$ cat config.mk
export PLATFORM = sky130hd
export DESIGN_NAME = periodic_timer
export DESIGN_NICKNAME = d
export VERILOG_FILES = /design/src/logic/ptimer_pkg.sv /design/src/logic/periodic_timer.sv
export SDC_FILE = /design/constraint.sdc
export NUM_CORES = 1
export LEC_CHECK = 0
export BUFFER_PORTS_ARGS = -buffer_cell sky130_fd_sc_hd__buf_2
export CORE_MARGIN = 4
export CORE_UTILIZATION = 43
export CTS_BUF_LIST = sky130_fd_sc_hd__clkbuf_4 sky130_fd_sc_hd__clkbuf_8
export DETAILED_ROUTE_END_ITERATION = 16
export PLACE_DENSITY_LB_ADDON = 0.05
export SKIP_LAST_GASP = 1
export SLEW_MARGIN = 10
export SYNTH_ARGS = -nofsm -noshare
export SYNTH_HDL_FRONTEND = slang
export SYNTH_SLANG_ARGS = --single-unit
export TNS_END_PERCENT = 5
$ cat constraint.sdc
create_clock -name pclk -period 3.25 [get_ports pclk]
set_input_delay 0.1625 -clock pclk [delete_from_list [all_inputs] [get_ports pclk]]
set_output_delay 0.1625 -clock pclk [all_outputs]
set_load 0.03 [all_outputs]
$ cat src/logic/ptimer_pkg.sv
// Function
// - Period value is 10 bits, low byte plus bits 1:0 of high byte.
// - Period high byte bits 7 to 2 always read as zero.
// - Two-bit mode field selects compare, capture, PWM, timer; single pulse is PWM with pin action 11.
// - Compare mode, clear select low: clear on P match or overflow, both flags.
// - Clear select high: clear on A match, only the A flag raised.
// - Compare-A value zero: count to 3FF and overflow, no A flag.
// - Compare mode pin changes only on A match, never on P match.
// - Pin action field sets, clears or toggles pin on A match; zero holds.
// - Run bit rising edge loads pin with the initial level bit.
// - Timer mode counts and flags like compare mode but leaves pin undriven.
// - PWM mode clears on period match; period zero gives 1024 counts.
// - PWM ignores clear select; flags for every A and P match.
// - Duty at or above period keeps PWM output active whole period.
// - PWM polarity from initial level bit, invert bit, pin action forcing.
// - PWM counting continues with pin action 00 or 01.
// - Run rising starts single pulse; trigger pin edge sets run bit.
// - Pulse ends on run cleared or A match; match clears run, flags.
// - Single pulse counter zeroed only on run rise; period unused.
package ptimer_pkg;
  localparam logic [7:0] OFF_CTRL0 = 8'h00;
  localparam logic [7:0] OFF_CTRL1 = 8'h04;
  localparam logic [7:0] OFF_CNT_LO = 8'h08;
  localparam logic [7:0] OFF_CNT_HI = 8'h0C;
  localparam logic [7:0] OFF_CMPA_LO = 8'h10;
  localparam logic [7:0] OFF_CMPA_HI = 8'h14;
  localparam logic [7:0] OFF_PER_LO = 8'h18;
  localparam logic [7:0] OFF_PER_HI = 8'h1C;
  localparam logic [7:0] OFF_STATUS = 8'h20;
  localparam logic [1:0] MODE_CMP = 2'h0;
  localparam logic [1:0] MODE_CAPT = 2'h1;
  localparam logic [1:0] MODE_PWM = 2'h2;
  localparam logic [1:0] MODE_TMR = 2'h3;
  localparam logic [1:0] PA_NONE = 2'h0;
  localparam logic [1:0] PA_LOW = 2'h1;
  localparam logic [1:0] PA_HIGH = 2'h2;
  localparam logic [1:0] PA_TOGGLE = 2'h3;
  localparam logic [1:0] PA_PWM = 2'h2;
  localparam logic [1:0] PA_PULSE = 2'h3;
  localparam logic [9:0] CNT_RESET = 10'h000;
  localparam logic [9:0] VAL_RESET = 10'h000;
  localparam logic [10:0] FULL_PERIOD = 11'h400;
  localparam logic [5:0] PRE_RESET = 6'h00;

  typedef struct packed {
    logic run;
    logic run_d;
    logic trig_d;
    logic [1:0] clk_sel;
    logic [1:0] mode;
    logic [1:0] pa;
    logic oc;
    logic inv;
    logic clr_sel;
    logic [9:0] compare_a_value;
    logic [9:0] period_compare_value;
    logic [9:0] cnt;
    logic [5:0] pre;
    logic flag_a;
    logic flag_p;
    logic pin_lvl;
    logic out;
    logic oe_n;
    logic [31:0] rdata;
  } tmr_state_t;
endpackage

$ cat src/logic/periodic_timer.sv
// The APB register port and the register offsets were decided locally.
`timescale 1ns/1ps
module periodic_timer
  import ptimer_pkg::*;
(
  input wire logic pclk, // Bus and timer clock
  input wire logic presetn, // Async reset, active low
  input wire logic psel, // APB select
  input wire logic penable, // APB access phase
  input wire logic pwrite, // APB direction
  input wire logic [7:0] paddr, // APB byte address
  input wire logic [31:0] pwdata, // APB write data
  output logic [31:0] prdata, // APB read data
  output logic pready, // APB ready
  output logic pslverr, // APB error, unmapped address
  input wire logic ext_trig, // External trigger pin, edge starts single pulse
  output logic tm_out, // Timer output pin level
  output logic tm_out_oe_n // Low while the pin is driven
);

  tmr_state_t st;
  tmr_state_t nx;
  logic tick;
  logic [10:0] cnt_inc;
  logic [10:0] per;
  logic m_a;
  logic m_p;
  logic sp;
  logic run_rise;
  logic pwm_act;
  logic lvl;
  logic wr;

  function automatic logic known(input logic [7:0] a);
    known = (a[1:0] == 2'h0) && (a <= OFF_STATUS);
  endfunction

  function automatic logic [5:0] pre_mask(input logic [1:0] s);
    case (s)
      2'h0: pre_mask = 6'h00;
      2'h1: pre_mask = 6'h03;
      2'h2: pre_mask = 6'h0F;
      default: pre_mask = 6'h3F;
    endcase
  endfunction

  function automatic logic [31:0] rd_mux(input tmr_state_t s,
                                         input logic [7:0] a);
    case (a)
      OFF_CTRL0: rd_mux = {29'h0, s.clk_sel, s.run};
      OFF_CTRL1: rd_mux = {24'h0, s.mode, s.pa, s.oc, s.inv, 1'b0,
                           s.clr_sel};
      OFF_CNT_LO: rd_mux = {24'h0, s.cnt[7:0]};
      OFF_CNT_HI: rd_mux = {30'h0, s.cnt[9:8]};
      OFF_CMPA_LO: rd_mux = {24'h0, s.compare_a_value[7:0]};
      OFF_CMPA_HI: rd_mux = {30'h0, s.compare_a_value[9:8]};
      OFF_PER_LO: rd_mux = {24'h0, s.period_compare_value[7:0]};
      OFF_PER_HI: rd_mux = {30'h0, s.period_compare_value[9:8]};
      OFF_STATUS: rd_mux = {30'h0, s.flag_p, s.flag_a};
      default: rd_mux = 32'h0;
    endcase
  endfunction

  assign prdata = st.rdata;
  assign pready = 1'b1;
  assign pslverr = psel && penable && !known(paddr);
  assign tm_out = st.out;
  assign tm_out_oe_n = st.oe_n;
  assign wr = psel && penable && pwrite && known(paddr);

  always_comb begin
    nx = st;
    tick = (st.pre & pre_mask(st.clk_sel)) == pre_mask(st.clk_sel);
    nx.pre = st.pre + 6'h01;
    cnt_inc = {1'b0, st.cnt} + 11'h001;
    per = (st.period_compare_value == VAL_RESET) ? FULL_PERIOD : {1'b0, st.period_compare_value};
    run_rise = st.run && !st.run_d;
    sp = (st.mode == MODE_PWM) && (st.pa == PA_PULSE);
    m_a = st.run && tick && !run_rise && (st.compare_a_value != VAL_RESET)
          && (cnt_inc == {1'b0, st.compare_a_value});
    m_p = st.run && tick && !run_rise && (cnt_inc == per);
    nx.run_d = st.run;
    nx.trig_d = ext_trig;
    if (psel && !penable && !pwrite) begin
      nx.rdata = rd_mux(st, paddr);
    end
    if (wr) begin
      case (paddr)
        OFF_CTRL0: begin
          nx.run = pwdata[0];
          nx.clk_sel = pwdata[2:1];
        end
        OFF_CTRL1: begin
          nx.mode = pwdata[7:6];
          nx.pa = pwdata[5:4];
          nx.oc = pwdata[3];
          nx.inv = pwdata[2];
          nx.clr_sel = pwdata[0];
        end
        OFF_CMPA_LO: nx.compare_a_value[7:0] = pwdata[7:0];
        OFF_CMPA_HI: nx.compare_a_value[9:8] = pwdata[1:0];
        OFF_PER_LO: nx.period_compare_value[7:0] = pwdata[7:0];
        OFF_PER_HI: nx.period_compare_value[9:8] = pwdata[1:0];
        OFF_STATUS: begin
          if (pwdata[0]) begin
            nx.flag_a = 1'b0;
          end
          if (pwdata[1]) begin
            nx.flag_p = 1'b0;
          end
        end
        default: begin
        end
      endcase
    end
    if (sp && ext_trig && !st.trig_d) begin
      nx.run = 1'b1;
    end
    if (run_rise) begin
      nx.cnt = CNT_RESET;
      nx.pin_lvl = st.oc;
    end else if (st.run && tick) begin
      if (sp) begin
        // no clear on period in single pulse
        nx.cnt = cnt_inc[9:0];
        if (m_a) begin
          nx.run = 1'b0;
          nx.flag_a = 1'b1;
        end
      end else if (st.mode == MODE_PWM) begin
        // both flags, clear select ignored
        // Built on nx so a same-cycle clear lands; set still wins
        nx.cnt = m_p ? CNT_RESET : cnt_inc[9:0];
        nx.flag_a = nx.flag_a || m_a;
        nx.flag_p = nx.flag_p || m_p;
      end else if (st.clr_sel) begin
        // clear on A, no P flag
        nx.cnt = m_a ? CNT_RESET : cnt_inc[9:0];
        nx.flag_a = nx.flag_a || m_a;
      end else begin
        nx.cnt = m_p ? CNT_RESET : cnt_inc[9:0];
        nx.flag_a = nx.flag_a || m_a;
        nx.flag_p = nx.flag_p || m_p;
      end
      // only A match moves the pin
      if (m_a && (st.mode == MODE_CMP)) begin
        case (st.pa)
          PA_LOW: nx.pin_lvl = 1'b0;
          PA_HIGH: nx.pin_lvl = 1'b1;
          PA_TOGGLE: nx.pin_lvl = !st.pin_lvl;
          default: nx.pin_lvl = st.pin_lvl;
        endcase
      end
    end
    // duty at or over period is full
    pwm_act = ({1'b0, st.cnt} < {1'b0, st.compare_a_value})
              || ({1'b0, st.compare_a_value} >= per);
    case (st.mode)
      MODE_CMP: lvl = st.pin_lvl;
      MODE_PWM: begin
        if (sp) begin
          lvl = st.run ? st.oc : !st.oc;
        end else if (st.pa == PA_NONE) begin
          lvl = 1'b0;
        end else if (st.pa == PA_LOW) begin
          lvl = 1'b1;
        end else begin
          lvl = pwm_act ? st.oc : !st.oc;
        end
      end
      default: lvl = 1'b0;
    endcase
    nx.oe_n = !((st.mode == MODE_CMP) || (st.mode == MODE_PWM));
    nx.out = nx.oe_n ? 1'b0 : (lvl ^ st.inv);
  end

  always_ff @(posedge pclk or negedge presetn) begin
    if (!presetn) begin
      st <= '0;
      st.oe_n <= 1'b1;
      st.cnt <= CNT_RESET;
      st.pre <= PRE_RESET;
      st.compare_a_value <= VAL_RESET;
      st.period_compare_value <= VAL_RESET;
    end else begin
      st <= nx;
    end
  end
endmodule // periodic_timer

Word-level counts from Yosys, hierarchy flattened
Cells that the tools add are included.
{"block": "classes", "add_sub_neg": 2, "bitwise_logic": 2, "eq_ne": 17, "n_reduce_logical": 47, "n_mux": 38, "order_cmp": 3}
{"cell": "$pmux 8 s9", "count": 1}
{"cell": "$mux 10", "count": 7}
{"cell": "$eq 8x5->1 const B", "count": 4}
{"cell": "$mux 1", "count": 22}
{"cell": "$pmux 6 s3", "count": 1}
{"cell": "$logic_and 1x1->1", "count": 17}
{"cell": "$eq 8x4->1 const B", "count": 2}
{"cell": "$reduce_and 2->1", "count": 6}
{"cell": "$add 10x1->11 const B", "count": 1}
{"cell": "$eq 11x10->1", "count": 1}
{"cell": "$eq 11x11->1", "count": 1}
{"cell": "$ge 10x11->1", "count": 1}
{"cell": "$mux 11", "count": 1}
{"cell": "$logic_not 10->1", "count": 1}
{"cell": "$lt 10x10->1", "count": 1}
{"cell": "$reduce_bool 10->1", "count": 1}
{"cell": "$logic_not 1->1", "count": 9}
{"cell": "$eq 2x2->1 const B", "count": 4}
{"cell": "$eq 8x3->1 const B", "count": 1}
{"cell": "$eq 8x6->1 const B", "count": 1}
{"cell": "$le 8x6->1 const B", "count": 1}
{"cell": "$logic_not 2->1", "count": 4}
{"cell": "$logic_not 8->1", "count": 1}
{"cell": "$add 6x1->6 const B", "count": 1}
{"cell": "other kinds (12)", "count": 19}
{"block": "totals", "inputBits": 46, "register_bits": 85, "elab_cells": 130, "out_inout_bits": 36}

Logic depth before layout (Yosys ltp)
{"block": "logic_depth", "depth_word": 14, "ltp_mapped": 12, "ltp_nobuf": 10}

Worst setup path before layout
No wires, ideal clock.
{"block": "synth_path", "kind": "reg-to-reg", "startpoint": "register st[43] (netlist bit)", "endpoint": "register st[44] (netlist bit)", "arrival_ns": 2.618, "synth_period_minus_slack_ns": 2.739, "t_required_ns": 3.129, "path_slack_ns": 0.511, "n_path_buf": 1, "setup_time_ns": 0.121, "stages_incl_launch_ff": 9, "cell_sequence": "dfrtp_1 > ha_1 > xor2_1 > a2111o_1 > or4_1 > nor4_4 > a31oi_4 > buf_6 > a22o_1"}
{"block": "synth_between", "elab_chain_len": 9, "elab_cells_between_ends": 12, "classes_between": "1 x add/sub; 2 x eq/ne; 7 x mux; 2 x reduce/logical"}
{"item": "start: declaration", "line": "periodic_timer.sv:21", "rtl": "tmr_state_t st;"}
{"item": "start signal: assignment", "line": "periodic_timer.sv:186", "rtl": "st <= nx;"}
{"item": "$add 10x1->11 *", "line": "periodic_timer.sv:75", "rtl": "cnt_inc = {1'b0, st.cnt} + 11'h001;"}
{"item": "$eq 11x11->1 / $eq 11x10->1 (equally long branches)", "line": "periodic_timer.sv:81, periodic_timer.sv:80"}
{"item": "$logic_and 1x1->1, on equally long branches", "line": "periodic_timer.sv:81, periodic_timer.sv:80"}
{"item": "$mux 10, on equally long branches", "line": "periodic_timer.sv:133, periodic_timer.sv:141, periodic_timer.sv:138"}
{"item": "$mux 10", "line": "periodic_timer.sv:136", "rtl": "end else if (st.clr_sel) begin"}
{"item": "$mux 10", "line": "periodic_timer.sv:130", "rtl": "end else if (st.mode == MODE_PWM) begin"}
{"item": "$mux 10 *", "line": "periodic_timer.sv:123", "rtl": "if (sp) begin"}
{"item": "$mux 10 *", "line": "periodic_timer.sv:122", "rtl": "end else if (st.run && tick) begin"}
{"item": "$mux 10 *", "line": "periodic_timer.sv:119", "rtl": "if (run_rise) begin"}
Every way passes the cells marked *; elsewhere a longest branch is shown, timed or not. The select of a mux whose other input is x is not followed.
A chain may end at the register's enable or synchronous reset.

Worst setup path in the final report
{"block": "layout_path", "startpoint": "register st[45] (netlist bit)", "endpoint": "register st[48] (netlist bit)"}
Same word-level chain as after synthesis.

==> impl_metrics.env <==
export IMPL_status="finished clean"
export IMPL_seq_area_sq_um=1530
export IMPL_area_growth_pct=9.80
export IMPL_wl_per_cell_microns=18.9
export IMPL_die_area_sq_um=11600
export IMPL_grt_pass1_vias=3282
export IMPL_ys_flop_type="dfrtp_1"
export IMPL_critPathArrivalTime_ps=3220
export IMPL_dp_hpwl_microns=8900
export IMPL_grt_antenna_before_repair=0
export IMPL_endpoint_kind="register"
export IMPL_final_common_cell="dfrtp_1"
export IMPL_critPathLaunchType="register"
export IMPL_synth_seq_cells=61
export IMPL_wl_met1_microns=5480
export IMPL_floorplan_rows=36
export IMPL_grt_pass1_wl_microns=18300
export IMPL_synthArstFlopShare_pct=100
export IMPL_path_clk_slew_ps=80
export IMPL_wl_microns=11700
export IMPL_slew_viol_final=0
export IMPL_diodes=0
export IMPL_r2r_start="st[45]"
export IMPL_p_per_area_nw_per_um2=352
export IMPL_leakage_nw=2.12
export IMPL_post_cts_buffers=0
export IMPL_fin_ws_ps=250
export IMPL_vias=3461
export IMPL_die_h_microns=108
export IMPL_critical_path_class="register to register"
export IMPL_die_w_microns=108
export IMPL_fillers=958
export IMPL_slew_headroom_pct=31.9
export IMPL_top_layer="met4"
export IMPL_grt_max_degree=39
export IMPL_drive_above_1_share_pct=21.9
export IMPL_overflow=0
export IMPL_ant_nets=0
export IMPL_htree_levels=3
export IMPL_finalSetupViolCount=0
export IMPL_fmax_ghz=0.333
export IMPL_yosys_warnings=0
export IMPL_rr_endpoint="st[48]"
export IMPL_yosys_area_top_type="dfrtp_1"
export IMPL_synth_distinct_cells=65
export IMPL_drtIter0Drc=256
export IMPL_cts_tree="yes"
export IMPL_synth_edf_count=0
export IMPL_port_buffers=32
export IMPL_clock_path_buffers=2
export IMPL_viasPerCell=5.62
export IMPL_rsz0062_at_grt="false"
export IMPL_cts_root_buf="clkbuf_8"
export IMPL_critical_path_max_fanout=16
export IMPL_finalCriticalPeriod_ps=3000
export IMPL_synthTopCellsByArea="dfrtp_1 35%, mux2_2 8.4%, ha_1 6.4%"
export IMPL_firstDrtPassIters=5
export IMPL_netlist_area_sq_um=4290
export IMPL_r2r_setup_slack_ps=250
export IMPL_synthDominantCellAreaShare_pct=35.0
export IMPL_fin_hold_ws_ps=76.5
export IMPL_wl_met2_microns=5090
export IMPL_multiInputGateArea_sq_um=2400
export IMPL_final_util_pct=48.4
export IMPL_finalClockSkew_ps=11.5
export IMPL_synthCells=445
export IMPL_final_hold_viol_count=0
export IMPL_wl_met3_microns=721
export IMPL_drv_cap=0
export IMPL_dp_slack_ps=281
export IMPL_start_util_pct=44.1
export IMPL_io_pins=82
export IMPL_worst_pin_slew_ps=1020
export IMPL_globalplace_congestion=0.883
export IMPL_peakVddDrop_v=0.000233
export IMPL_critPathCapture="st[48]"
export IMPL_core_sq_um=9730
export IMPL_rr_worst_depth=8
export IMPL_final_cell_mix="60 x dfrtp_1, 33 x nand2_1, 32 x mux2_2, 32 x buf_2, 30 x inv_1"
export IMPL_cts_buffers=9
export IMPL_seq_area_frac_synth_pct=35.6
export IMPL_postSynthAreaPerCell_sq_um=9.64
export IMPL_nets=546
export IMPL_grtUsageTotal_pct=20.9
export IMPL_finalSetupTns_ps=0
export IMPL_post_route_period_util_pct=92.3
export IMPL_drc=0
export IMPL_startpoint="st[45]"
export IMPL_clock_sinks=61
export IMPL_cp_data_required_time_ps=3470
export IMPL_clock_latency_ps=350
export IMPL_hp_class="input port to register"
-- worst max-delay path, cell delays in order, from the launching register on --
cell	delay, ps
dfrtp_1	600
nand3_2	290
nor3_1	320
mux2_2	380
or4_1	580
o21bai_1	240
a31oi_4	130
a21bo_2	260
o21ai_0	70
-- flip-flops by register name (all words and copies together) (netlist names) --
register     flops
tm_out           1
st              50
nx               1
tm_out_oe_n      1
prdata           8
-- metrics by stage --
step	power, mW	std cells	instance area [sq um]
detailed placement	0.956	598	4480
global placement	0.955	598	4480
finish	1.66	616	4710
CTS	1.68	616	4710
floorplan	0.940	468	4380
global route	1.73	616	4710
-- worst min path at each step --
stage	cells after the start	endpoint	startpoint
floorplan	0	nx[83]	presetn
global placement	1	prdata[1]	presetn
detailed placement	1	prdata[0]	presetn
CTS	2	st[67]	pwdata[4]
global route	2	st[60]	pwdata[7]
finish	2	st[67]	pwdata[4]
-- repair_timing --
item	CTS	global route
hold endpoints to repair	24	0
hold buffers	2	0
gates resized for setup	0	0
-- logic make-up after synthesis --
family / count (synthesis) / share of synthesized area [%]
buf+inv: 81 / 10.6
other cells: 2 / 0.175
xor+xnor: 25 / 6.59
flops: 61 / 35.6
mux: 34 / 8.98
simple gates: 124 / 15.2
fa+ha+maj: 22 / 6.42
compound gates: 96 / 16.4
-- synthesized netlist by cell type (3+ instances only) --
cell type  number
nor2b_1         5
nand4_1         6
a22oi_1         3
xor2_1          6
nor2_1         23
a31oi_1        16
a222oi_1        5
xnor2_1        14
nand2b_1        5
a22o_1          3
clkbuf_1        8
nand3_1        11
dfrtp_1        60
and3_1          5
nand2_1        33
nor3_1         12
a21o_1          4
ha_1           22
a211o_1         3
xnor3_1         3
a211oi_1        3
or4_1           4
inv_1          30
buf_6           3
a221oi_1        4
o21a_1          6
mux2_2         32
nor4_1          8
a21oi_1        16
buf_4          33
buf_2           5
o21ai_0        12
-- area by class of cell --
cell class / instances / share of cell area, %
clock buffer: 9 / 2.63
clock inverter: 7 / 1.75
inverter: 30 / 2.39
multi-input combinational: 326 / 50.9
sequential: 61 / 32.4
tap: 133 / 3.53
timing repair buffer: 50 / 6.38
-- where the power goes --
part	internal, mW	switching, mW
sequential	0.775	0.00860
clock	0.366	0.349
combinational	0.0366	0.122
-- layer usage --
layer / up-vias / GRT usage [%]
li1: 1639 / -
met1: 1658 / 29.8
met2: 135 / 31.0
met3: 29 / 3.96
met4: 0 / 8.30
met5: - / 0
Note: power is estimated with default switching activity, not from simulation.
